**src/hdl/ptp_cfg_defines.svh**
```systemverilog
// register offsets, field positions and reset values of the page-6 bank
`ifndef PTP_CFG_DEFINES_SVH
`define PTP_CFG_DEFINES_SVH
`define PAGE_CFG          3'h6
`define OFF_CLK_OUT_CTRL  5'h14
`define OFF_HDR_WORD      5'h15
`define OFF_SA_HIGH       5'h16
`define OFF_SA_LOW        5'h17
`define COC_EN_BIT        15
`define COC_SEL_BIT       14
`define COC_FAST_BIT      13
`define COC_DIV_MSB       7
`define COC_RSVD_MASK     16'he0ff
`define COC_RESET         16'h800a
`define CFG_RESET         16'h0000
`define DIV_MIN_RUN       8'h02
`define COC_DIV_RESET     8'h0a
`define HDR_RSVD_LSB      12
`define HDR_VER_LSB       8
`define HDR_TRANS_LSB     4
`define HDR_MSG_LSB       0
`define BYTE_LO_LSB       0
`define BYTE_HI_LSB       8
`endif

```
**src/hdl/ptp_cfg_pkg.sv**
```systemverilog
// types shared by the clock output configuration bank
package ptp_cfg_pkg;
	typedef struct packed {
		logic       wr;
		logic [2:0] page;
		logic [4:0] addr;
		logic [15:0] wdata;
	} reg_req_s;
	typedef struct packed {
		logic [15:0] header_word;
		logic [31:0] source_addr;
	} status_frame_cfg_s;
endpackage

```
**src/hdl/sync_clock_divider.sv**
```systemverilog
// glitch-free divide-by-n of the selected root clock enable
`timescale 1ns/1ps
`default_nettype none
`include "ptp_cfg_defines.svh"
module sync_clock_divider #(
	parameter int DIV_W = 8
) (
	input  wire logic             clk,
	input  wire logic             rstn,
	input  wire logic             root_tick,
	input  wire logic [DIV_W-1:0] divider,
	output logic                  clk_div
);
	logic [DIV_W-1:0] cnt_ff;
	logic [DIV_W-1:0] div_ff;
	logic             out_ff;
	logic             run;
	logic             wrap;
	logic [DIV_W-1:0] half;

	assign run  = (div_ff >= DIV_W'(`DIV_MIN_RUN));
	assign wrap = (cnt_ff >= div_ff - DIV_W'(1));
	assign half = div_ff >> 1;
	assign clk_div = out_ff;

	// new divider is loaded only at period end or on every tick while stopped, so no runt pulse
	always_ff @(posedge clk) begin
		if (!rstn) begin
			cnt_ff <= '0;
			div_ff <= DIV_W'(`COC_DIV_RESET);
			out_ff <= 1'b0;
		end else if (root_tick) begin
			if (!run || wrap) begin
				cnt_ff <= '0;
				div_ff <= divider;
				out_ff <= (divider >= DIV_W'(`DIV_MIN_RUN));
			end else begin
				cnt_ff <= cnt_ff + DIV_W'(1);
				if (cnt_ff + DIV_W'(1) == half)
					out_ff <= 1'b0;
			end
		end
	end
endmodule
`default_nettype wire

```
**src/hdl/ptp_clkout_status_frame_cfg.sv**
```systemverilog
// page-6 clock output control and status frame header registers
`timescale 1ns/1ps
`default_nettype none
`include "ptp_cfg_defines.svh"
module ptp_clkout_status_frame_cfg
	import ptp_cfg_pkg::*;
#(
	parameter int DIV_W = 8
) (
	input  wire logic                           clk,
	input  wire logic                           rstn,
	input  wire ptp_cfg_pkg::reg_req_s          req,
	input  wire logic                           pgm_tick,
	input  wire logic                           fco_tick,
	output logic [15:0]                         rdata,
	output logic                                sync_clock_out,
	output logic                                clock_pad_fast_edge,
	output ptp_cfg_pkg::status_frame_cfg_s      frame_cfg
);
	import ptp_cfg_pkg::*;

	////////////////////////////////////////////////////////////////////
	logic [15:0] coc_ff;
	logic [15:0] hdr_ff;
	logic [15:0] sa_hi_ff;
	logic [15:0] sa_lo_ff;
	logic [15:0] rdata_ff;
	logic [15:0] nxt_rdata;
	logic        out_ff;
	logic        fast_ff;
	logic        sel_ff;
	logic        sel_tick_ff;
	status_frame_cfg_s frame_ff;
	logic        on_page;
	logic        wr_coc;
	logic        wr_hdr;
	logic        wr_sa_hi;
	logic        wr_sa_lo;
	logic        root_tick;
	logic        div_clk;

	// named fields of the clock control word
	logic        sync_clock_out_enable;
	logic        sync_clock_root_select;
	logic        fast_edge_bit;
	logic [7:0]  divider_value;

	// named fields of the status frame header word
	logic [3:0]  header_reserved_nibble;
	logic [3:0]  protocol_version_field;
	logic [3:0]  transport_kind_field;
	logic [3:0]  message_kind_field;

	// named bytes of the status frame source address
	logic [7:0]  source_addr_first_byte;
	logic [7:0]  source_addr_second_byte;
	logic [7:0]  source_addr_third_byte;
	logic [7:0]  source_addr_fourth_byte;

	////////////////////////////////////////////////////////////////////
	// one register of page six addressed; shared by write and read decode
	function automatic logic reg_hit(
		input reg_req_s   r,
		input logic [4:0] off
	);
		return (r.page == `PAGE_CFG) && (r.addr == off);
	endfunction

	// address decode, only page six is answered
	assign on_page  = (req.page == `PAGE_CFG);
	assign wr_coc   = req.wr && reg_hit(req, `OFF_CLK_OUT_CTRL);
	assign wr_hdr   = req.wr && reg_hit(req, `OFF_HDR_WORD);
	assign wr_sa_hi = req.wr && reg_hit(req, `OFF_SA_HIGH);
	assign wr_sa_lo = req.wr && reg_hit(req, `OFF_SA_LOW);

	// read mux; unmapped or other page reads zero
	// a miss reads zero rather than holding old data, so a stale page
	// select never leaks another register's contents
	assign nxt_rdata = !on_page ? 16'h0000 :
		reg_hit(req, `OFF_CLK_OUT_CTRL) ? coc_ff :
		reg_hit(req, `OFF_HDR_WORD)     ? hdr_ff :
		reg_hit(req, `OFF_SA_HIGH)      ? sa_hi_ff :
		reg_hit(req, `OFF_SA_LOW)       ? sa_lo_ff : 16'h0000;

	////////////////////////////////////////////////////////////////////
	// field split of the clock control word
	assign sync_clock_out_enable  = coc_ff[`COC_EN_BIT];
	assign sync_clock_root_select = coc_ff[`COC_SEL_BIT];
	assign fast_edge_bit          = coc_ff[`COC_FAST_BIT];
	assign divider_value          = coc_ff[`COC_DIV_MSB:0];

	// field split of the header word; reserved nibble is stored as written
	assign header_reserved_nibble = hdr_ff[`HDR_RSVD_LSB +: 4];
	assign protocol_version_field = hdr_ff[`HDR_VER_LSB +: 4];
	assign transport_kind_field   = hdr_ff[`HDR_TRANS_LSB +: 4];
	assign message_kind_field     = hdr_ff[`HDR_MSG_LSB +: 4];

	// address bytes; the low byte of each register is sent first
	assign source_addr_first_byte  = sa_hi_ff[`BYTE_LO_LSB +: 8];
	assign source_addr_second_byte = sa_hi_ff[`BYTE_HI_LSB +: 8];
	assign source_addr_third_byte  = sa_lo_ff[`BYTE_LO_LSB +: 8];
	assign source_addr_fourth_byte = sa_lo_ff[`BYTE_HI_LSB +: 8];

	////////////////////////////////////////////////////////////////////
	// register writes
	always_ff @(posedge clk) begin
		if (!rstn) begin
			coc_ff   <= `COC_RESET;
			hdr_ff   <= `CFG_RESET;
			sa_hi_ff <= `CFG_RESET;
			sa_lo_ff <= `CFG_RESET;
		end else begin
			if (wr_coc)
				coc_ff <= req.wdata & `COC_RSVD_MASK;
			if (wr_hdr)
				hdr_ff <= req.wdata;
			if (wr_sa_hi)
				sa_hi_ff <= req.wdata;
			if (wr_sa_lo)
				sa_lo_ff <= req.wdata;
		end
	end

	always_ff @(posedge clk) begin
		if (!rstn)
			rdata_ff <= 16'h0000;
		else
			rdata_ff <= nxt_rdata;
	end
	assign rdata = rdata_ff;

	////////////////////////////////////////////////////////////////////
	// source switch applied between ticks, so no extra edge is made
	always_ff @(posedge clk) begin
		if (!rstn) begin
			sel_ff      <= 1'b0;
			sel_tick_ff <= 1'b0;
		end else begin
			sel_ff      <= sync_clock_root_select;
			sel_tick_ff <= sel_ff ? pgm_tick : fco_tick;
		end
	end
	assign root_tick = sel_tick_ff;

	sync_clock_divider #(
		.DIV_W(DIV_W)
	) u_div (
		.clk      (clk),
		.rstn     (rstn),
		.root_tick(root_tick),
		.divider  (divider_value),
		.clk_div  (div_clk)
	);

	// output gate and pad control, all flopped
	always_ff @(posedge clk) begin
		if (!rstn) begin
			out_ff  <= 1'b0;
			fast_ff <= 1'b0;
		end else begin
			out_ff  <= sync_clock_out_enable & div_clk;
			fast_ff <= fast_edge_bit;
		end
	end
	assign sync_clock_out      = out_ff;
	assign clock_pad_fast_edge = fast_ff;

	////////////////////////////////////////////////////////////////////
	// header word and source address handed to frame builder
	always_ff @(posedge clk) begin
		if (!rstn)
			frame_ff <= '0;
		else begin
			frame_ff.header_word <= {header_reserved_nibble,
				protocol_version_field, transport_kind_field,
				message_kind_field};
			frame_ff.source_addr <= {source_addr_first_byte,
				source_addr_second_byte, source_addr_third_byte,
				source_addr_fourth_byte};
		end
	end
	assign frame_cfg = frame_ff;
endmodule
`default_nettype wire

```
**config.mk**
```make
export PLATFORM = sky130hd
export DESIGN_NAME = ptp_clkout_status_frame_cfg
export DESIGN_NICKNAME = d
export VERILOG_FILES = /design/src/hdl/ptp_cfg_pkg.sv /design/src/hdl/sync_clock_divider.sv /design/src/hdl/ptp_clkout_status_frame_cfg.sv
export VERILOG_INCLUDE_DIRS = /design/src /design/src/hdl
export SDC_FILE = /design/constraint.sdc
export NUM_CORES = 1
export LEC_CHECK = 0
export BUFFER_PORTS_ARGS = -buffer_cell sky130_fd_sc_hd__clkbuf_2
export CORE_UTILIZATION = 56
export DETAILED_ROUTE_END_ITERATION = 10
export PLACE_DENSITY = 0.77
export REMOVE_ABC_BUFFERS = 1
export SKIP_LAST_GASP = 1
export SLEW_MARGIN = 20
export SYNTH_ARGS = -nofsm -noshare
export SYNTH_HDL_FRONTEND = slang
export SYNTH_HIERARCHICAL = 1
export SYNTH_SLANG_ARGS = --single-unit
```
**constraint.sdc**
```tcl
create_clock -name clk -period 3.1 [get_ports clk]
set_input_delay 0.775 -clock clk [delete_from_list [all_inputs] [get_ports clk]]
set_output_delay 0.775 -clock clk [all_outputs]
set_load 0.01 [all_outputs]
```
==> results of run 1 <==
## worst register-to-register path, cell delays in order, from the launching register on
cell and delay [ns]:
dfxtp_1 0.37, nor3_1 0.34, nand4_1 0.15, xor2_1 0.16, ha_1 0.30, and4_1 0.18
o21ai_0 0.13, o211ai_2 0.41, buf_4 0.23, a2bb2oi_1 0.17, nor2_1 0.05
## metrics by stage
| step | area (µm²) | cells | util, % | total power, W | hold WS (ns) |
|---|---|---|---|---|---|
| 2_1_floorplan | 5460 | 519 | - | 0.00195 | 0.418 |
| 3_3_place_gp | 6180 | 757 | 63.3 | 0.00202 | 0.437 |
| 3_5_place_dp | 6180 | 757 | 63.3 | 0.00203 | 0.442 |
| 4_1_cts | 6720 | 787 | 68.8 | 0.00387 | 0.454 |
| 5_1_grt | 6720 | 787 | 68.8 | 0.00396 | 0.477 |
| 6_report | 6720 | 787 | 68.8 | 0.00386 | 0.449 |
## metal layers
| metal | track usage (%) | share of wire [%] |
|---|---|---|
| met5 | 0 | 0 |
| met4 | 9.56 | 1.4 |
| met3 | 7.86 | 5.4 |
| met2 | 43.8 | 50 |
| met1 | 32.2 | 43 |
## placed cells by master, fill, tap and decap left out, types with 11 or more instances in the layout
cell type / netlist / layout
nand2_1: 84 / 84
inv_1: 58 / 58
clkbuf_16: 0 / 16
nand3_1: 13 / 13
clkbuf_2: 0 / 94
dfxtp_1: 144 / 144
nor2b_1: 14 / 14
buf_4: 1 / 11
ha_1: 11 / 11
mux2i_1: 57 / 57
o21ai_0: 11 / 11
a21oi_1: 11 / 11
## power by group
| part | switching [W] | internal [W] | leakage (nW) |
|---|---|---|---|
| sequential | 0.00000344 | 0.00186 | 1.16 |
| clock | 0.000733 | 0.00114 | 0.260 |
| combinational | 0.0000811 | 0.0000458 | 2.04 |
## state kept, by name (all words and copies together) (netlist names), 8 cells and up
signal and count:
sa_lo_ff 16, rdata 16, coc_ff 11, sa_hi_ff 16, u_div/div_ff 8, hdr_ff 16, frame_cfg 48, u_div/cnt_ff 8
## logic make-up after synthesis
family                     count (synthesis)  synth area share [%]
muxes                                     69                  14.8
AOI/OAI and AO/OA                         64                  8.12
xor gates and xnor gates                  15                  2.32
DFF                                      144                  51.0
buffers and inverters                     91                  7.34
and+or+nand+nor                          157                  14.0
adders and majority gates                 11                  2.43
## Yosys cell counts, types with 3 or more instances
cell type	instances
nor2_1	9
and3_1	6
nand3_1	13
dfxtp_1	144
a21o_1	5
mux4_2	9
inv_1	58
nor2b_1	14
a32o_1	3
buf_2	10
o21ai_1	8
nor3b_1	3
buf_6	5
xor2_1	6
or4_1	3
clkbuf_1	12
nand2_1	84
nor3_1	6
ha_1	11
xnor2_1	9
a21oi_1	11
nand4_1	4
o211ai_1	5
mux2i_1	57
o21ai_0	11
a211oi_2	4
## final cells by class
type / count / area (µm²) / area share, %
Clock inverter: 5 / 55.1 / 0.819
Inverter: 59 / 221 / 3.29
Tap cell: 133 / 166 / 2.48
Timing Repair Buffer: 105 / 553 / 8.23
Sequential cell: 144 / 2880 / 42.9
Multi-Input combinational cell: 316 / 2360 / 35.1
Clock buffer: 25 / 484 / 7.20
## worst max-delay path by stage
stage | to | depth (start not counted) | start
floorplan | u_div/cnt_ff[4] | 10 | u_div/div_ff[1]
global route | u_div/cnt_ff[1] | 10 | u_div/div_ff[5]
finish | u_div/cnt_ff[1] | 10 | u_div/div_ff[3]
detailed placement | u_div/cnt_ff[1] | 10 | u_div/div_ff[3]
CTS | u_div/cnt_ff[1] | 10 | u_div/div_ff[3]
global placement | u_div/cnt_ff[1] | 10 | u_div/div_ff[3]
==> results.cfg, run 1 <==
[status]
status = complete, no violations

[global_route]
grt_pass1_vias = 4002
grt_max_degree = 30
groute.usage.overall_pct = 26.3
antenna_found_initial = 0
grt_remaining_overflow = 0
grt_pass1_wl_um = 20400

[sta]
skew_ns = 0.00729
final-hold-violation-count = 0
fin_tns_setup_ns = 0
max_freq_ghz = 0.382
finalCriticalPeriod_ns = 2.62
slew_viol_final = 0
slew_headroom_pct = 56.5
setup_viol = 0
worst_slew_pin_slew_ns = 0.636
setup_ws_ns = 0.485
rsz0062_at_grt = no
min_period_over_period_pct = 84.4

[detailed_routing]
drc_errors = 0
viasPerCell = 5.31
detail_route.iter0.violations = 205
num_vias = 4179
dr.pass1.iters = 5
routed_wl_um = 12800
routedWlPerCell_um = 16.3
ant_nets = 0

[critical_path]
cp_data_arrival_time_ns = 3.02
crit_type = reg -> reg
worstPathCellList = nor3_1, nand4_1, xor2_1, ha_1, and4_1, o21ai_0, o211ai_2, buf_4, a2bb2oi_1, nor2_1
cp_num_buf_inv = 1
crit_required_ns = 3.50
cp-start-kind = register
end_kind = register
r2r_end = u_div/cnt_ff[1]
ff2ff_path_depth = 10
critPathMaxFanout = 9
critical-path-top-delay-family = simple AND/OR/NAND/NOR gates
r2r_start = u_div/div_ff[3]
cp_slowest_cell = o211ai_2
max_stage_delay_ns = 0.41
rrSetupSlack_ns = 0.48

[clocking]
cts_setup_buffers = 0
clkLatencyLatePin_ns = 0.53
cts.sinks = 144
cts_tree = yes
cts_resized = 0
h-tree-depth = 4
path_clk_slew_ns = 0.06
clockBufferDepth = 2
cts_root_buf = clkbuf_8
hold_buffers = 0
cts_made_buffers = 17

[logic_synthesis]
syn_area_per_cell_um2 = 10.3
yosysTopAreaCellShare_pct = 51.0
yosysSeqAreaShare_pct = 51.0
ys_seq_elements = 144
synthCells = 551
synth_edf_count = 0
yosys_warnings = 6
dominantRegCellSynth = dfxtp_1
synth.area.top_cells = dfxtp_1 (51%), mux2i_1 (10%), nand2_1 (5.6%)
synthesis.area_um2 = 5660
async_reset_ff_share_pct = 0
synth_area_leader_cell = dfxtp_1
yosysUniqueCellTypes = 61

[final_layout]
fill_cells = 739
num_antenna_cells = 0
layout.nets = 683
syn_to_final_growth_pct = 18.8
drive_above_1_share_pct = 23.9

[placement]
place_ws_ns = 0.514
port_buffers = 94
dp_hpwl_um = 8490
place_congestion = 0.865

[die]
start_util_pct = 57.9
dieArea_um2 = 10500
die_h_um = 103
rows = 36
io_pins = 95
coreArea_um2 = 9770
die_w_um = 103

[pwr]
ir_drop_mv = 0.352
power.density_nw_per_um2 = 574
p_leak_nw = 3.46

[min_path]
holdPathEnd = frame_cfg[10]
hold_path_depth = 2
hold_path.startpoint = sa_lo_ff[2]
hold_class = reg -> reg

[run]
max_cap_viol_count = 0
(Power assumes the default switching activity.)
==> run 2: changes to the inputs <==
--- a/config.mk
+++ b/config.mk
@@ -6,10 +6,11 @@
 export SDC_FILE = /design/constraint.sdc
 export NUM_CORES = 1
 export LEC_CHECK = 0
+export ABC_AREA = 1
 export BUFFER_PORTS_ARGS = -buffer_cell sky130_fd_sc_hd__clkbuf_2
-export CORE_UTILIZATION = 56
+export CORE_UTILIZATION = 51
 export DETAILED_ROUTE_END_ITERATION = 10
-export PLACE_DENSITY = 0.77
+export PLACE_DENSITY = 0.74
 export REMOVE_ABC_BUFFERS = 1
 export SKIP_LAST_GASP = 1
 export SLEW_MARGIN = 20
==> constraint.sdc (replaced) <==
create_clock -name clk -period 2.27 [get_ports clk]
set_input_delay 0.5675 -clock clk [delete_from_list [all_inputs] [get_ports clk]]
set_output_delay 0.5675 -clock clk [all_outputs]
set_load 0.01 [all_outputs]
==> results.cfg, run 2 <==
[status]
status = finished, violations left
violations = design-rule violations, negative setup slack

[critical_path]
cp-start-kind = register
end_kind = register
critPathMaxFanout = 5
cp_data_arrival_time_ns = 2.62
crit_required_ns = 2.59
crit_type = reg -> reg

[logic_synthesis]
synthesis.area_um2 = 6060
yosysTopAreaCellShare_pct = 47.6
synthCells = 808
dominantRegCellSynth = dfxtp_1
synth_common_cells = nand2_1 (189), dfxtp_1 (144), inv_1 (108)
yosysSeqAreaShare_pct = 47.6
ys_seq_elements = 144
synth_edf_count = 0
yosys_warnings = 6
async_reset_ff_share_pct = 0
yosysMostFrequentCell = nand2_1
synth_area_leader_cell = dfxtp_1
syn_area_per_cell_um2 = 7.50
yosysUniqueCellTypes = 31
synth.area.top_cells = dfxtp_1 (48%), nand2_1 (12%), inv_1 (6.7%)

[pwr]
intPower_w = 0.00404
p_switching_w = 0.00122
power.density_nw_per_um2 = 726
combPwrFrac_pct = 3.5
seq_power_share_pct = 48.3
p_leak_nw = 3.63
power_frac_clock_pct = 48.1
swShare_pct = 23.2
ir_drop_mv = 0.585

[run]
max_cap_viol_count = 0

[final_layout]
final_area_um2 = 7240
largest_reg_flops = 48
layout.nets = 942
num_antenna_cells = 0
drive_above_1_share_pct = 20.6
syn_to_final_growth_pct = 19.6
layout_common_cells = nand2_1 (186), dfxtp_1 (140), inv_1 (106)
final_common_cell = nand2_1

[sta]
whs_ns = 0.366
min_period_over_period_pct = 102
slew_headroom_pct = 66.6
setup_viol = 12
skew_ns = 0.00568
worst_slew_pin_slew_ns = 0.499
finalCriticalPeriod_ns = 2.31
setup_ws_ns = -0.0368
slew_viol_final = 0
rsz0062_at_grt = yes
final-hold-violation-count = 0
max_freq_ghz = 0.433

[clocking]
clkLatencyLatePin_ns = 0.42
h-tree-depth = 4
path_clk_slew_ns = 0.06
cts_tree = yes
cts_made_buffers = 17
cts_root_buf = clkbuf_16
cts.sinks = 144
clockBufferDepth = 2

[die]
die_w_um = 111
coreArea_um2 = 11500
rows = 39
dieArea_um2 = 12300
die_h_um = 111
io_pins = 95
start_util_pct = 52.6

[placement]
placed_area_um2 = 6590
dp_hpwl_um = 9310
place_congestion = 0.901
port_buffers = 94

[detailed_routing]
routedWlPerCell_um = 13.4
viasPerCell = 5.09
drc_errors = 10
dr.pass1.iters = 8
ant_nets = 0
num_vias = 5375
detail_route.iter0.violations = 450
routed_wl_um = 14200

[global_route]
grt_max_degree = 89
grt_remaining_overflow = 0
groute.usage.overall_pct = 23.6
antenna_found_initial = 0
grt_pass1_wl_um = 22900
grt_pass1_vias = 4701

[min_path]
hold_class = in -> reg
[run 2: cell count changes after synthesis, sizes merged, moves of 33 or more]
| cell | before | now |
|---|---|---|
| a21oi | 12 | 45 |
| inv | 59 | 115 |
| mux2i | 57 | 0 |
| nand2 | 85 | 195 |
| nand3 | 15 | 68 |
| nor2 | 9 | 108 |
[run 2: path summary, 6_finish.rpt]
kind | slack [ns] | end | from | cells past startpoint
max | -0.04 | u_div/div_ff[6] | u_div/div_ff[1] | 13
min | 0.37 | root_tick | pgm_tick | 3
max reg2reg | -0.04 | u_div/div_ff[6] | u_div/div_ff[1] | 13
min reg2reg | 0.43 | root_tick | sel_ff | 1
[run 2: layout make-up]
class | instances | area (µm²)
Inverter | 116 | 445
Sequential cell | 144 | 2890
Clock buffer | 20 | 457
Timing Repair Buffer | 109 | 621
Multi-Input combinational cell | 513 | 2560
Tap cell | 143 | 179
Timing Repair inverter | 1 | 6.26
Clock inverter | 11 | 82.6
Fill cell | 1012 | 4270
[run 2: critical path, stage by stage, from the launching register on]
cell	delay (ns)
dfxtp_4	0.36
nor2_4	0.08
nand4_1	0.19
nor3_2	0.24
xnor2_1	0.10
ha_1	0.31
nand2_2	0.08
nor2_4	0.11
nand4_1	0.15
nand4_4	0.18
buf_12	0.12
nand2_4	0.07
o21ai_2	0.16
nor2_1	0.04
[run 2: metrics by stage]
stage	cells	setup slack [ns]	power, W	util, %	setup TNS [ns]
global placement	1022	0.0795	0.00278	57.2	0
detailed placement	1022	-0.0415	0.00278	57.2	-0.163
finish	1057	-0.0368	0.00526	62.9	-0.153
floorplan	772	0.244	0.00266	-	0
global route	1057	-0.124	0.00542	62.9	-1.75
CTS	1053	0.0151	0.00528	61.9	0
[run 2: cell families (layout without fill, tap and decap cells)]
family	Yosys count	count (layout)	share of synthesized area, %
fa+ha+maj	11	11	2.27
xor+xnor	9	9	1.53
simple gates	400	401	29.6
flops	144	144	47.6
compound gates	92	92	7.68
buf+inv	152	257	11.3
[run 2: timing repair]
action,CTS,global route
hold buffers,0,0
endpoints found under the setup margin,6,17
setup buffers,0,2
pin swaps,2,13
cloned,0,2
gates resized for setup,2,28
[run 2: power by group through the flow]
stage	sequential, W	combinational, W	clock (W)
finish	0.00254	0.000186	0.00253
global route	0.00254	0.000201	0.00268
CTS	0.00254	0.000182	0.00256
detailed placement	0.00260	0.000181	0
global placement	0.00260	0.000181	0
floorplan	0.00260	0.0000688	0
[run 2: metal layers]
metal	global-route usage [%]	routed length (µm)
met1	31.3	6510
met2	36.7	6540
met3	4.98	772
met4	11.0	342
met5	0	0
==> run 3: changes to the inputs <==
--- a/config.mk
+++ b/config.mk
@@ -8,9 +8,10 @@
 export LEC_CHECK = 0
 export ABC_AREA = 1
 export BUFFER_PORTS_ARGS = -buffer_cell sky130_fd_sc_hd__clkbuf_2
-export CORE_UTILIZATION = 51
+export CORE_UTILIZATION = 53
+export CTS_BUF_LIST = sky130_fd_sc_hd__clkbuf_4 sky130_fd_sc_hd__clkbuf_8
 export DETAILED_ROUTE_END_ITERATION = 10
-export PLACE_DENSITY = 0.74
+export PLACE_DENSITY = 0.76
 export REMOVE_ABC_BUFFERS = 1
 export SKIP_LAST_GASP = 1
 export SLEW_MARGIN = 20
==> results.cfg, run 3 (synthesis results as in run 2) <==
[status]
status = complete, no violations

[final_layout]
multiInputGateArea_um2 = 2540
layout_common_cells = nand2_1 (188), dfxtp_1 (143), inv_1 (106)
num_antenna_cells = 0
fill_cells = 939
drive_above_1_share_pct = 19.8
final_common_cell = nand2_1
final_area_um2 = 7090
largest_reg_flops = 48
final-seq-area_um2 = 2890
layout.nets = 941
final_util_pct = 64.6
syn_to_final_growth_pct = 17.1

[pwr]
intPower_w = 0.00382
ir_drop_mv = 0.625
p_switching_w = 0.00117
seq_power_share_pct = 50.8
power.density_nw_per_um2 = 704
combPwrFrac_pct = 3.7
power_frac_clock_pct = 45.5
swShare_pct = 23.4
p_leak_nw = 3.56

[critical_path]
cp_num_cells = 11
r2r_end = u_div/cnt_ff[6]
cp_slowest_cell = dfxtp_4
endpoint = u_div/cnt_ff[6]
cp_data_arrival_time_ns = 2.64
r2r_start = u_div/div_ff[1]
cp_num_buf_inv = 0
critPathMaxFanout = 7
worstPathCellList = nor2_4, nand4_1, nor3_2, xnor2_1, ha_1, a21oi_2, o21a_1, nand4_4, nor2_4, nand2_1, a21oi_2
ff2ff_path_depth = 11
crit_type = reg -> reg
cp-startpoint = u_div/div_ff[1]
end_kind = register
cp-start-kind = register
critical-path-top-delay-family = simple AND/OR/NAND/NOR gates
crit_required_ns = 2.65
rrSetupSlack_ns = 0.009
max_stage_delay_ns = 0.37

[placement]
port_buffers = 94
place_congestion = 0.901
placed_area_um2 = 6590
dp_hpwl_um = 9520

[sta]
max_freq_ghz = 0.442
slew_headroom_pct = 68.7
setup_viol = 0
skew_ns = 0.00897
final-hold-violation-count = 0
finalCriticalPeriod_ns = 2.26
worst_slew_pin_slew_ns = 0.469
min_period_over_period_pct = 99.6
fin_tns_setup_ns = 0
slew_viol_final = 0
rsz0062_at_grt = yes

[min_path]
hold_class = in -> reg

[global_route]
antenna_found_initial = 0
grt_pass1_vias = 4959
grt_remaining_overflow = 0
groute.usage.overall_pct = 26.0
grt_max_degree = 89
grt_pass1_wl_um = 23900

[die]
die_h_um = 109
coreArea_um2 = 11000
dieArea_um2 = 11900
die_w_um = 109
rows = 38
start_util_pct = 55.2
io_pins = 95

[detailed_routing]
dr.pass1.iters = 5
ant_nets = 0
routed_wl_um = 14600
routedWlPerCell_um = 13.8
detail_route.iter0.violations = 338
viasPerCell = 5.18
num_vias = 5455
drc_errors = 0

[clocking]
cts.sinks = 144
cts_setup_buffers = 0
clkLatencyLatePin_ns = 0.45
path_clk_slew_ns = 0.09
h-tree-depth = 4
cts_tree = yes
clockBufferDepth = 2
cts_root_buf = clkbuf_8
cts_made_buffers = 17
hold_buffers = 0

[run]
max_cap_viol_count = 0
-- run 3: cell count changes in the layout (fill, tap and decap cells not counted), moves of 3 or more --
| cell | before | now |
|---|---|---|
| dfxtp_2 | 3 | 0 |
| clkinv_4 | 1 | 4 |
| clkbuf_16 | 17 | 0 |
| clkbuf_8 | 2 | 18 |
| bufinv_16 | 0 | 4 |
| dfxtp_1 | 140 | 143 |
-- run 3: area by class of cell --
cell class | count | area share, %
clock buffer | 18 | 3.49
clock inverter | 14 | 2.88
inverter | 116 | 6.24
multi-input combinational | 513 | 35.8
sequential | 144 | 40.7
tap | 140 | 2.47
timing repair buffer | 109 | 8.40
-- run 3: repair_timing --
action                                  CTS  global route
endpoints found under the setup margin    2            17
gates cloned                              0             1
gates resized for setup                   3            14
pin swaps                                 0             1
-- run 3: metal layers --
metal	part of all wire, %	global-route usage [%]
met4	0.97	8.69
met3	8.0	6.75
met5	0	0
met1	45	34.4
met2	46	41.1
-- run 3: stage by stage --
| stage | setup WS, ns | std cells | total power [W] | hold WS (ns) |
|---|---|---|---|---|
| final | 0.00945 | 1054 | 0.00499 | 0.323 |
| after global routing | -0.162 | 1054 | 0.00515 | 0.324 |
| after CTS | 0.0138 | 1053 | 0.00501 | 0.314 |
| after detailed placement | -0.0269 | 1021 | 0.00278 | 0.417 |
| after global placement | 0.0612 | 1021 | 0.00278 | 0.416 |
| after floorplan | 0.244 | 772 | 0.00266 | 0.404 |
-- run 3: power groups by stage --
stage / registers [W] / logic [W] / clock network [W]
floorplan: 0.00260 / 0.0000688 / 0
global placement: 0.00260 / 0.000180 / 0
detailed placement: 0.00260 / 0.000180 / 0
CTS: 0.00254 / 0.000181 / 0.00229
global route: 0.00254 / 0.000201 / 0.00241
finish: 0.00254 / 0.000185 / 0.00227
-- run 3: worst min path at each step --
stage / startpoint / endpoint / slack [ns] / cells after the start
after global routing: pgm_tick / root_tick / 0.32 / 3
after global placement: sel_ff / root_tick / 0.42 / 1
after floorplan: sel_ff / root_tick / 0.40 / 1
after CTS: pgm_tick / root_tick / 0.31 / 3
after detailed placement: sel_ff / root_tick / 0.42 / 1
final: pgm_tick / root_tick / 0.32 / 3
-- run 3: tightest hold or removal path: cells and delay by family --
kind,cells,cell delay (ns)
AOI/OAI and AO/OA,1,0.05
buffers and inverters,2,0.12
